File: src/core/msg_codec_map.svh
// constants for the type 2 message codec
`ifndef MSG_CODEC_MAP_SVH
`define MSG_CODEC_MAP_SVH
`define MSG_TYPE_TWO 4'h2
`define MSG_AXIS_NUM 4'h0
`define MSG_RSVD_BYTE 8'h00
`define OP_PARAM_WRITE 8'h83
`define OP_PARAM_READ 8'h84
`define OP_POS_READ 8'h88
`define OP_READ_89 8'h89
`define OP_UREG_WRITE 8'h9E
`define OP_UREG_READ 8'h9F
`define OPND_ENC_POS 8'h00
`define OPND_ABS_POS 8'h01
`define PARAM_ACCEL 8'h1E
`define ACCEL_RESET 16'h0000
`define STATUS_RESET 16'h0000
`endif

File: src/core/msg_codec_pkg.sv
// types for the type 2 message codec
package msg_codec_pkg;
	// eight-byte message, byte 0 in the top bits
	typedef struct packed {
		logic [7:0] rsvd;
		logic [3:0] axis;
		logic [3:0] mtype;
		logic [7:0] opcode;
		logic [7:0] operand;
		logic [31:0] data;
	} msg_t;
	// drive-side values the codec reports
	typedef struct packed {
		logic [15:0] status;
		logic [31:0] abs_pos;
		logic [31:0] enc_pos;
		logic [15:0] param_rd;
		logic [31:0] ureg_rd;
	} drive_vals_t;
	// codec states
	typedef enum logic [1:0] {
		ST_IDLE = 2'b01,
		ST_RESP = 2'b10
	} codec_state_t;
endpackage : msg_codec_pkg

File: src/core/drive_type2_message_codec.sv
// type 2 command decoder and response builder
// Operation
// - read-back data only in type 2 responses
// - returned values are 16 or 32 bits
// - response echoes opcode and operand unchanged
// - status code unless opcode requests data
// - status code is a bit pattern
// - response byte 0 zero, axis 0, type 2
// - byte 2 opcode, byte 3 operand
// - status in bytes 4-5; 0x84/0x89 data
// - 0x9F returns 32-bit data MSB first
// - bytes 6-7 zero unless 32-bit data
// - 0x83 writes 16-bit parameter, returns status
// - 0x84 reads 16-bit parameter
// - 0x88 operand 1 returns absolute position
// - parameter 0x1E is acceleration rate
// - 0x88 operand 0 returns encoder position
// - 0x9F/0x9E read/write 32-bit user register
`timescale 1ns/1ps
`include "msg_codec_map.svh"
module drive_type2_message_codec (
	input wire logic clk_sys,
	input wire logic rst_n,
	input wire logic cmd_valid, // command message offered
	input msg_codec_pkg::msg_t cmd_msg, // command message
	output logic cmd_ready_q, // codec can take a command
	output logic rsp_valid_q, // response message held
	output msg_codec_pkg::msg_t rsp_msg_q, // response message
	input wire logic rsp_ready, // host takes the response
	input msg_codec_pkg::drive_vals_t drive_vals, // live drive values
	output logic [7:0] param_sel_q, // parameter code of last access
	output logic param_wr_q, // pulse: write other parameter
	output logic [15:0] param_wdata_q, // parameter write value
	output logic [15:0] accel_rate_setting_q, // accel, 10 rpm/s units
	output logic ureg_wr_q, // pulse: user register write
	output logic [7:0] ureg_sel_q, // user register code
	output logic [31:0] ureg_wdata_q // user register write value
);
	import msg_codec_pkg::*;

	codec_state_t state_q, state_d; // handshake state
	msg_t rsp_d; // next response
	logic [7:0] param_sel_d; // next parameter code
	logic param_wr_d; // next parameter write strobe
	logic [15:0] param_wdata_d; // next parameter data
	logic [15:0] accel_d; // next accel setting
	logic ureg_wr_d; // next user write strobe
	logic [7:0] ureg_sel_d; // next user register code
	logic [31:0] ureg_wdata_d; // next user write data
	logic take; // command accepted this cycle
	logic is_type2; // command header is type 2, axis 0, byte 0 zero

	// accepted type 2 header check
	function automatic logic hdr_ok(input msg_t m);
		hdr_ok = (m.rsvd == `MSG_RSVD_BYTE) && (m.axis == `MSG_AXIS_NUM)
			&& (m.mtype == `MSG_TYPE_TWO);
	endfunction : hdr_ok

	// refused while a response waits and before the first edge after reset
	assign take = cmd_valid && cmd_ready_q;
	assign is_type2 = hdr_ok(cmd_msg);

	// next state, response and side effects
	always_comb begin
		state_d = state_q;
		rsp_d = rsp_msg_q;
		param_sel_d = param_sel_q;
		param_wr_d = 1'b0;
		param_wdata_d = param_wdata_q;
		accel_d = accel_rate_setting_q;
		ureg_wr_d = 1'b0;
		ureg_sel_d = ureg_sel_q;
		ureg_wdata_d = ureg_wdata_q;
		case (state_q)
			ST_IDLE: begin
				// other message types are dropped, no answer
				if (take && is_type2) begin
					state_d = ST_RESP;
					rsp_d.rsvd = `MSG_RSVD_BYTE;
					rsp_d.axis = `MSG_AXIS_NUM;
					rsp_d.mtype = `MSG_TYPE_TWO;
					rsp_d.opcode = cmd_msg.opcode;
					rsp_d.operand = cmd_msg.operand;
					// default: status in 4-5, zeros in 6-7
					rsp_d.data = {drive_vals.status, 16'h0000};
					case (cmd_msg.opcode)
						`OP_PARAM_WRITE: begin
							// 16-bit value from bytes 4-5
							param_sel_d = cmd_msg.operand;
							param_wdata_d = cmd_msg.data[31:16];
							if (cmd_msg.operand == `PARAM_ACCEL) begin
								accel_d = cmd_msg.data[31:16];
							end else begin
								param_wr_d = 1'b1;
							end
						end
						`OP_PARAM_READ, `OP_READ_89: begin
							// 16-bit read data, bytes 6-7 zero
							param_sel_d = cmd_msg.operand;
							if (cmd_msg.opcode == `OP_PARAM_READ &&
								cmd_msg.operand == `PARAM_ACCEL) begin
								rsp_d.data = {accel_rate_setting_q, 16'h0000};
							end else begin
								rsp_d.data = {drive_vals.param_rd, 16'h0000};
							end
						end
						`OP_POS_READ: begin
							// 32-bit position for operand 0 or 1, status for other operands
							if (cmd_msg.operand == `OPND_ABS_POS) begin
								rsp_d.data = drive_vals.abs_pos;
							end else if (cmd_msg.operand == `OPND_ENC_POS) begin
								rsp_d.data = drive_vals.enc_pos;
							end else begin
								rsp_d.data = {drive_vals.status, 16'h0000};
							end
						end
						`OP_UREG_READ: begin
							ureg_sel_d = cmd_msg.operand;
							rsp_d.data = drive_vals.ureg_rd;
						end
						`OP_UREG_WRITE: begin
							// 32-bit data across bytes 4-7
							ureg_sel_d = cmd_msg.operand;
							ureg_wdata_d = cmd_msg.data;
							ureg_wr_d = 1'b1;
						end
						default: begin
							rsp_d.data = {drive_vals.status, 16'h0000};
						end
					endcase
				end
			end
			ST_RESP: begin
				// hold until taken, one response per command
				if (rsp_ready) begin
					state_d = ST_IDLE;
				end
			end
			default: begin
				state_d = ST_IDLE;
			end
		endcase
	end

	// register all state and outputs
	always_ff @(posedge clk_sys or negedge rst_n) begin
		if (!rst_n) begin
			state_q <= ST_IDLE;
			rsp_msg_q <= '0;
			cmd_ready_q <= 1'b0;
			rsp_valid_q <= 1'b0;
			param_sel_q <= 8'h00;
			param_wr_q <= 1'b0;
			param_wdata_q <= 16'h0000;
			accel_rate_setting_q <= `ACCEL_RESET;
			ureg_wr_q <= 1'b0;
			ureg_sel_q <= 8'h00;
			ureg_wdata_q <= 32'h0000_0000;
		end else begin
			state_q <= state_d;
			rsp_msg_q <= rsp_d;
			cmd_ready_q <= (state_d == ST_IDLE);
			rsp_valid_q <= (state_d == ST_RESP);
			param_sel_q <= param_sel_d;
			param_wr_q <= param_wr_d;
			param_wdata_q <= param_wdata_d;
			accel_rate_setting_q <= accel_d;
			ureg_wr_q <= ureg_wr_d;
			ureg_sel_q <= ureg_sel_d;
			ureg_wdata_q <= ureg_wdata_d;
		end
	end

	// checks on the response path and the accel setting
	property p_hdr;
		@(posedge clk_sys) disable iff (!rst_n)
		rsp_valid_q |-> rsp_msg_q.rsvd == 8'h00 && rsp_msg_q.axis == 4'h0
			&& rsp_msg_q.mtype == 4'h2;
	endproperty
	a_hdr: assert property (p_hdr) else $error("bad header");
	property p_echo;
		@(posedge clk_sys) disable iff (!rst_n)
		(take && is_type2) |=> rsp_msg_q.opcode == $past(cmd_msg.opcode)
			&& rsp_msg_q.operand == $past(cmd_msg.operand);
	endproperty
	a_echo: assert property (p_echo) else $error("no echo");
	property p_one;
		@(posedge clk_sys) disable iff (!rst_n)
		(take && is_type2) |=> rsp_valid_q && !cmd_ready_q;
	endproperty
	a_one: assert property (p_one) else $error("no response");
	property p_drop;
		@(posedge clk_sys) disable iff (!rst_n)
		(take && !is_type2) |=> !rsp_valid_q;
	endproperty
	a_drop: assert property (p_drop) else $error("bad type answered");
	property p_hold;
		@(posedge clk_sys) disable iff (!rst_n)
		(rsp_valid_q && !rsp_ready) |=> rsp_valid_q && $stable(rsp_msg_q);
	endproperty
	a_hold: assert property (p_hold) else $error("response lost");
	property p_stat;
		@(posedge clk_sys) disable iff (!rst_n)
		(take && is_type2 && cmd_msg.opcode == 8'h83) |=>
			rsp_msg_q.data == {$past(drive_vals.status), 16'h0000};
	endproperty
	a_stat: assert property (p_stat) else $error("status missing");
	property p_ureg;
		@(posedge clk_sys) disable iff (!rst_n)
		(take && is_type2 && cmd_msg.opcode == 8'h9F) |=>
			rsp_msg_q.data == $past(drive_vals.ureg_rd);
	endproperty
	a_ureg: assert property (p_ureg) else $error("ureg data");
	property p_abs;
		@(posedge clk_sys) disable iff (!rst_n)
		(take && is_type2 && cmd_msg.opcode == 8'h88 &&
			cmd_msg.operand == 8'h01) |=>
			rsp_msg_q.data == $past(drive_vals.abs_pos);
	endproperty
	a_abs: assert property (p_abs) else $error("abs pos");
	property p_low;
		@(posedge clk_sys) disable iff (!rst_n)
		(rsp_valid_q && rsp_msg_q.opcode == 8'h84) |->
			rsp_msg_q.data[15:0] == 16'h0000;
	endproperty
	a_low: assert property (p_low) else $error("bytes 6-7 set");
	property p_acc;
		@(posedge clk_sys) disable iff (!rst_n)
		(take && is_type2 && cmd_msg.opcode == 8'h83 &&
			cmd_msg.operand == 8'h1E) |=>
			accel_rate_setting_q == $past(cmd_msg.data[31:16]);
	endproperty
	a_acc: assert property (p_acc) else $error("accel write");
	c_wr: cover property (@(posedge clk_sys) ureg_wr_q);
	c_rd: cover property (@(posedge clk_sys)
		rsp_valid_q && rsp_msg_q.opcode == 8'h84);
	c_stall: cover property (@(posedge clk_sys) rsp_valid_q && !rsp_ready);
endmodule : drive_type2_message_codec

File: config.mk
export PLATFORM = sky130hd
export DESIGN_NAME = drive_type2_message_codec
export DESIGN_NICKNAME = d
export VERILOG_FILES = /design/src/core/msg_codec_pkg.sv /design/src/core/drive_type2_message_codec.sv
export VERILOG_INCLUDE_DIRS = /design/src /design/src/core
export SDC_FILE = /design/constraint.sdc
export NUM_CORES = 1
export LEC_CHECK = 0
export BUFFER_PORTS_ARGS = -buffer_cell sky130_fd_sc_hd__buf_4
export CORE_ASPECT_RATIO = 2
export CORE_MARGIN = 3
export CORE_UTILIZATION = 35
export CTS_BUF_LIST = sky130_fd_sc_hd__clkbuf_16
export DETAILED_ROUTE_END_ITERATION = 10
export GPL_TIMING_DRIVEN = 0
export PLACE_DENSITY = 0.67
export RECOVER_POWER = 50
export SYNTH_ARGS = -nofsm -noshare
export SYNTH_HDL_FRONTEND = slang
export SYNTH_SLANG_ARGS = --single-unit
File: constraint.sdc
create_clock -name clk_sys -period 2.4 [get_ports clk_sys]
set_clock_uncertainty 0.05 [all_clocks]
set_input_delay 0.36 -clock clk_sys [delete_from_list [all_inputs] [get_ports clk_sys]]
set_output_delay 0.36 -clock clk_sys [all_outputs]
set_load 0.01 [all_outputs]
# Word level (Yosys, flattened, before mapping)
# Cells that the tools add are included.
# totals
in_bits	196
reg_bits	135
elab_cells	58
# classes
n_eq_ne	13
reduce_logical	17
n_mux	14
# op_table
operator	count
2-to-1 mux 32 bit	3
one-hot mux 32 bit (3 select lines)	1
== test 8 bit (second input constant)	6
logical NOT 8 bit	2
AND reduction 3 bit	4
== test 8 x 1 -> 1 bit (second input constant)	1
== test 8 x 5 -> 1 bit (second input constant)	1
2-to-1 mux 1 bit	7
logical AND 1 bit	5
== test 2 x 1 -> 1 bit (second input constant)	2
== test 2 bit (second input constant)	2
== test 4 x 2 -> 1 bit (second input constant)	1
logical NOT 4 bit	1
2-to-1 mux 2 bit	2
one-hot mux 2 bit (2 select lines)	1
AND reduction 4 bit	1
OR reduction 2 bit	2
OR reduction 3 bit	1
AND reduction 2 bit	1

# Logic depth before layout (Yosys ltp)
# Gate-level depths: netlist of the first run.
# depth
ltp_word	7
mapped_depth	8
depth_no_buf	6

# Least setup slack after synthesis of the first run
# Ideal clock, no wire load.
# synth_path
path_kind	in2reg
start	in cmd_msg[46] (netlist name)
end	reg accel_rate_setting_q[10]
slack_ns	-0.199
stages	7
required_ns	2.223
arrival_time_ns	2.421
path_cell_list	or3b_4 > or4b_4 > nor4_4 > and4_1 > buf_4 > buf_6 > mux2_1
# synth_between
elab_chain_cells	2
# synth_rtl
element	line	text
start, declared	drive_type2_message_codec.sv:25	input msg_codec_pkg::msg_t cmd_msg,
== test 8 bit	drive_type2_message_codec.sv:86	case (cmd_msg.opcode)
AND reduction 4 bit (no line)	n/a	
end signal, assigned	drive_type2_message_codec.sv:155	accel_rate_setting_q <= `ACCEL_RESET;
end signal, assigned	drive_type2_message_codec.sv:167	accel_rate_setting_q <= accel_d;
end, declared	drive_type2_message_codec.sv:34	output logic [15:0] accel_rate_setting_q,
# No other way between the ends.
# A chain may end at the register's enable or synchronous reset.

# Final worst setup path of the first run
# layout_path
start	reg state_q[0]
end	reg ureg_wdata_q[26]
# layout_between
elab_chain_cells	2
# layout_rtl
element	line	text
start, declared	drive_type2_message_codec.sv:41	codec_state_t state_q, state_d;
start signal, assigned	drive_type2_message_codec.sv:160	state_q <= state_d;
== test 2 x 1 -> 1 bit	drive_type2_message_codec.sv:74	case (state_q)
AND reduction 3 bit (no line)	n/a	
end signal, assigned	drive_type2_message_codec.sv:170	ureg_wdata_q <= ureg_wdata_d;
end, declared	drive_type2_message_codec.sv:37	output logic [31:0] ureg_wdata_q
# No other way between the ends.

==> flow_summary.ini, run 1 <==
[timing]
fin_crit_ns = 2.26
setup_violations = 0
rsz0062_at_grt = true
hold_viol_final = 0
maxSlewHeadroom_pct = 1.37
tightest_slew_ns = 1.48
holdWs_ns = 0.0952
fmax_mhz = 442
maxSlewViolCount = 0
setup_slack_ns = 0.135
finalCritPeriodShare_pct = 94.4

[grt]
grt.overflow.total = 0
grt_max_degree = 81
use_met3_pct = 4.41
grt_pass1_wl_um = 35000
use_met1_pct = 25.0
grt_use_total_pct = 22.9
antenna_found_initial = 0
gr-max-usage-layer = met2
grt_util_met2_pct = 43.1
first_global_vias = 6187

[detailed_routing]
drtIter0Drc = 156
routed_wl_um = 23500
dr.pass1.iters = 4
drcViolationCount = 0
viasPerCell = 5.17
via_count = 6007
wl_per_cell_um = 20.2
ant_nets = 0

[clock_tree]
numCtsBuffers = 17
clkLatencyLatePin_ns = 0.42
clock_tree.buffer_depth = 2
htreeDepth = 4
clk_pin_slew_worst_paths_ns = 0.06
cts.sinks = 135
tritoncts = built
clockRootBuffer = clkbuf_16

[pwr]
power.share.switching_pct = 24.4
seqPwrFrac_pct = 43.1
power.leakage_nw = 4.72
ir_drop_mv = 0.591
p_sw_mw = 1.31
p_comb_share_pct = 11.1
p_int_mw = 4.06
cellPowerDensity_nw_per_um2 = 568
clkPwrFrac_pct = 45.8

[run_status]
status = finished clean

[placed_design]
post-place-ws_ns = -1.02
dp_hpwl_um = 18900
portBuffers = 326
gp_congestion = 0.826
dpl.cell_count = 1125

[logic_synthesis]
synth_top_area_share_pct = 52.0
synth_warnings = 0
yosys_most_used_dff = dfrtp_1
synth_fa_ha_area_share_pct = 0.388
ys_seq_area_share_pct = 52.4
synth.avg_cell_area_um2 = 11.3
synth.area.mux_share_pct = 19.0
synth.most_common_cell = dfrtp_1
synthArstFlopShare_pct = 100
synth-xor-area-share_pct = 0
synth_edf_count = 0
syn_area_um2 = 6440
synth.area.top_cells = dfrtp_1, mux2_2, mux2i_1, nand2_1, o21ai_0
synth_largest_area_cell = dfrtp_1
synth-simple-area-share_pct = 9.81
synth_seq_cells = 135
synth_cells = 570
synth_compound_area_share_pct = 14.0
synthTopCellsByCount = dfrtp_1, mux2_2, nand2_1
synth_cell_types = 45
synth_top_family_by_area = multiplexers

[worst_setup_path]
regToRegEndpoint = ureg_wdata_q[26]
critPathArrivalTime_ns = 2.52
timing.rr.start = state_q[0]
cp_slowest_stage_delay_ns = 0.57
reg2reg_slack_ns = 0.14
crit_chain = ha_4 > nand4_1 > or2_4 > nor3_4 > buf_4 > mux2_2
critPathLaunchType = flip-flop
slowest_stage = dfstp_2
crit_type = reg2reg
crit_path_start = state_q[0]
ff2ff_path_depth = 6
crit_required_ns = 2.66
endpoint_kind = flip-flop
cp_max_fo = 10
endpoint = ureg_wdata_q[26]

[final_layout]
nets = 1135
layout-drive-gt1-share_pct = 37.4
area_growth_pct = 47.0
fin_cells = 1163
diodes = 0
utilization_pct = 52.8

[floorplanning]
die_x_um = 102
io_pins = 344
dieArea_um2 = 20200
dieHeight_um = 198
rows = 69
coreArea_um2 = 18000
start_util_pct = 35.9

[worst_hold_path]
holdCritPathClass = in2reg

[run]
maxCapViolations = 0
## registers in the layout (all words and copies together) (netlist names)
register,flops
param_wr_q,1
cmd_ready_q,1
ureg_wr_q,1
rsp_valid_q,1
ureg_sel_q,8
accel_rate_setting_q,16
param_sel_q,8
param_wdata_q,16
state_q,2
rsp_msg_q,49
ureg_wdata_q,32
## kinds of logic after synthesis
group	after synthesis
AOI/OAI and AO/OA	134
buffers and inverters	55
and+or+nand+nor	131
adders and majority gates	2
other	1
DFF	135
muxes	112
## per-stage QoR
stage | cell area, um2 | total power, mW | TNS (ns)
after floorplan | 6510 | 2.55 | -2.41
after detailed placement | 9270 | 2.93 | -69.36
after global placement | 9230 | 2.92 | -73.71
final | 9470 | 5.38 | 0
after CTS | 9930 | 5.43 | 0
after global routing | 9470 | 5.58 | -0.00305
## layer usage
metal	wire length, um	vias to the layer above
met5	0	-
met4	584	0
met3	1370	33
met2	13000	234
met1	8540	2946
li1	-	2794
## layout make-up
| type | instances | area [um2] |
|---|---|---|
| fillers | 1752 | 8480 |
| flip-flops and latches | 135 | 3380 |
| multi-input cells | 394 | 2900 |
| repair buffers | 337 | 2100 |
| clock buffers | 17 | 425 |
| plain buffers | 49 | 267 |
| well taps | 213 | 267 |
| clock inverters | 15 | 130 |
| inverters | 3 | 11.3 |
## power by group through the flow
stage | clock (mW) | combinational, mW | sequential, mW
after global placement | 0 | 0.566 | 2.35
final | 2.46 | 0.597 | 2.32
after CTS | 2.53 | 0.586 | 2.31
after detailed placement | 0 | 0.580 | 2.35
after global routing | 2.61 | 0.654 | 2.32
after floorplan | 0 | 0.193 | 2.36
## critical path, delay by kind of cell (launching register included)
kind	cells	cell delay, ns
flip-flops	1	0.57
multiplexers	1	0.36
AND/OR/NAND/NOR	3	0.74
buffers and inverters	1	0.25
adder cells (fa/ha/maj)	1	0.17
## placed cells by master, fill, tap and decap left out, drive strengths merged, types with 4 or more instances in the layout
master    instances
a21o              7
clkinv            6
clkbuf          165
nand3             9
buf             236
a32oi             6
a31oi            18
o221ai           16
nor4              6
conb             15
mux2             80
nor2             22
o21ai            39
inv               7
nand2b            4
nand2            66
a21oi            12
a21boi            6
dfrtp           134
mux2i            32
a22oi            10
a2bb2oi          16
clkinvlp          4
## how the worst min path moves through the flow
stage / to / startpoint / slack [ns] / cells past startpoint
finish: rsp_msg_q[47] / cmd_msg[47] / 0.1 / 3
global placement: rsp_msg_q[49] / rsp_msg_q[49] / 0.40 / 1
global route: ureg_wdata_q[10] / cmd_msg[10] / 0.11 / 2
CTS: rsp_msg_q[47] / cmd_msg[47] / 0.08 / 3
floorplan: accel_rate_setting_q[0] / rst_n / 0.01 / 0
detailed placement: rsp_msg_q[36] / rst_n / 0.31 / 1
## what timing repair did
item                                    in CTS  in global routing
endpoints found under the setup margin     110                 89
endpoints found under the hold margin       55                  0
gates resized for setup                     12                  4
hold buffers                                 1                  0
pin swaps                                    3                  3
buffers inserted                             7                  1
gates cloned                                 0                  0
(Power assumes the default switching activity.)
==> inputs of run 2 (changes only) <==
==> constraint.sdc (replaced) <==
create_clock -name clk_sys -period 2 [get_ports clk_sys]
set_clock_uncertainty 0.05 [all_clocks]
set_input_delay 0.3 -clock clk_sys [delete_from_list [all_inputs] [get_ports clk_sys]]
set_output_delay 0.3 -clock clk_sys [all_outputs]
set_load 0.01 [all_outputs]
==> flow_summary.ini, run 2 (synthesis results as in run 1) <==
[worst_setup_path]
crit_chain = buf_4 > or3b_4 > or4b_4 > nor4_4 > and4_4 > clkbuf_16 > mux2_4
slowest_stage = or4b_4
crit_required_ns = 2.25
endpoint_kind = flip-flop
cp.depth = 7
critPathLaunchType = input port
crit_family = simple AND/OR/NAND/NOR gates
crit_type = in2reg
ff2ff_path_depth = 7
cp_max_fo = 5
critPathArrivalTime_ns = 2.43
cp_slowest_stage_delay_ns = 0.52
reg2reg_slack_ns = -0.16
worst-path-buf-inv = 2

[placed_design]
dp_hpwl_um = 19800
placed_cell_area_um2 = 9330
portBuffers = 326
gp_congestion = 0.838
post-place-ws_ns = -1.21
dpl.cell_count = 1125

[grt]
grt.overflow.total = 0
grt_max_degree = 73
antenna_found_initial = 0
grt_use_total_pct = 25.2
grt_pass1_wl_um = 37600
first_global_vias = 6283

[clock_tree]
cts.sinks = 135
clkLatencyLatePin_ns = 0.42
clock_tree.buffer_depth = 2
clockRootBuffer = clkbuf_16
tritoncts = built
htreeDepth = 4
clk_pin_slew_worst_paths_ns = 0.06
numCtsBuffers = 17

[worst_hold_path]
holdCritPathClass = in2reg
whs_path_depth = 3

[final_layout]
diodes = 0
fin_area_um2 = 10200
largest_reg_flops = 49
fin_cells = 1172
nets = 1144
layout_common_cells = buf_4, dfrtp_1, clkbuf_1
final_common_cell = buf_4
largestRegisters = rsp_msg_q (49), ureg_wdata_q (32)
layout-drive-gt1-share_pct = 45.5
area_growth_pct = 57.7
n_fill_cell = 1672
top_register = rsp_msg_q

[detailed_routing]
ant_nets = 0
routed_wl_um = 25600
drtIter0Drc = 231
via_count = 6145
drcViolationCount = 0
viasPerCell = 5.24
wl_per_cell_um = 21.9
dr.pass1.iters = 5

[timing]
maxSlewHeadroom_pct = 30.9
setup_slack_ns = -0.181
finalCritPeriodShare_pct = 109
setup_tns_ns = -9.53
fmax_mhz = 459
fin_crit_ns = 2.18
rsz0062_at_grt = true
tightest_slew_ns = 1.04
hold_viol_final = 0
setup_violations = 74
maxSlewViolCount = 0

[floorplanning]
io_pins = 344
dieArea_um2 = 20200
coreArea_um2 = 18000
start_util_pct = 35.9
rows = 69
dieHeight_um = 198
die_x_um = 102

[pwr]
ir_drop_mv = 0.946
cellPowerDensity_nw_per_um2 = 658
power.leakage_nw = 5.07

[run_status]
status = finished, violations left
violations = setup timing

[run]
maxCapViolations = 0
run 2: changes by cell type in the layout (fill, tap and decap cells not counted), sizes merged:
cell	change
buf	+53
bufinv	+2
clkbuf	-43
clkdlybuf4s18	-1
inv	-2
run 2: area by class of cell:
| class | instances | area (um2) | share of cell area, % |
|---|---|---|---|
| sequential | 135 | 3380 | 33.3 |
| multi-input combinational | 394 | 3150 | 31.0 |
| timing repair buffer | 347 | 2410 | 23.7 |
| clock buffer | 17 | 425 | 4.19 |
| buffer | 48 | 355 | 3.50 |
| tap | 213 | 267 | 2.62 |
| clock inverter | 15 | 164 | 1.61 |
| inverter | 3 | 11.3 | 0.111 |
run 2: timing repair:
action                                 4_1_cts  5_1_grt
hold buffers                                 1        0
resized for setup                           73       55
pin swaps                                    7        3
setup endpoints to repair                  131      123
cloned                                       1        1
endpoints found under the hold margin       70        0
setup buffers                               14        2
run 2: report_power, final:
part           leakage [nW]  switching (mW)  total (mW)  internal [mW]
registers              1.88          0.0139        2.77           2.76
logic                  2.91           0.324       0.741          0.417
clock network         0.285            1.23        3.17           1.94
total                  5.07            1.57        6.68           5.12
run 2: final timing paths:
kind,from,end
setup / recovery,cmd_msg[46],accel_rate_setting_q[6]
hold / removal,cmd_msg[45],rsp_msg_q[45]
setup reg to reg,state_q[0],ureg_wdata_q[6]
hold reg to reg,rsp_msg_q[37],rsp_msg_q[37]
max in group asynchronous,rst_n,rsp_msg_q[8]
min in group asynchronous,rst_n,param_wdata_q[6]
run 2: worst register-to-register path: cells and delay by family, from the launching register on:
family / cells / cell delay (ns)
simple gates: 3 / 0.65
fa+ha+maj: 1 / 0.13
mux: 1 / 0.31
flops: 1 / 0.55
buf+inv: 2 / 0.34
run 2: through the flow:
| step | utilization [%] | power, mW | hold WS (ns) |
|---|---|---|---|
| 2_1_floorplan | - | 3.07 | -0.0456 |
| 3_3_place_gp | 51.7 | 3.52 | 0.403 |
| 3_5_place_dp | 52.0 | 3.53 | 0.315 |
| 4_1_cts | 57.6 | 6.74 | 0.0298 |
| 5_1_grt | 56.6 | 6.91 | 0.0440 |
| 6_report | 56.6 | 6.68 | 0.0414 |
run 2: layer usage:
layer	routed length [um]	track usage [%]	vias to the layer above
met3	1580	5.22	44
met4	780	9.25	0
li1	-	-	2806
met1	9130	28.5	3024
met2	14100	45.7	271
met5	0	0	-
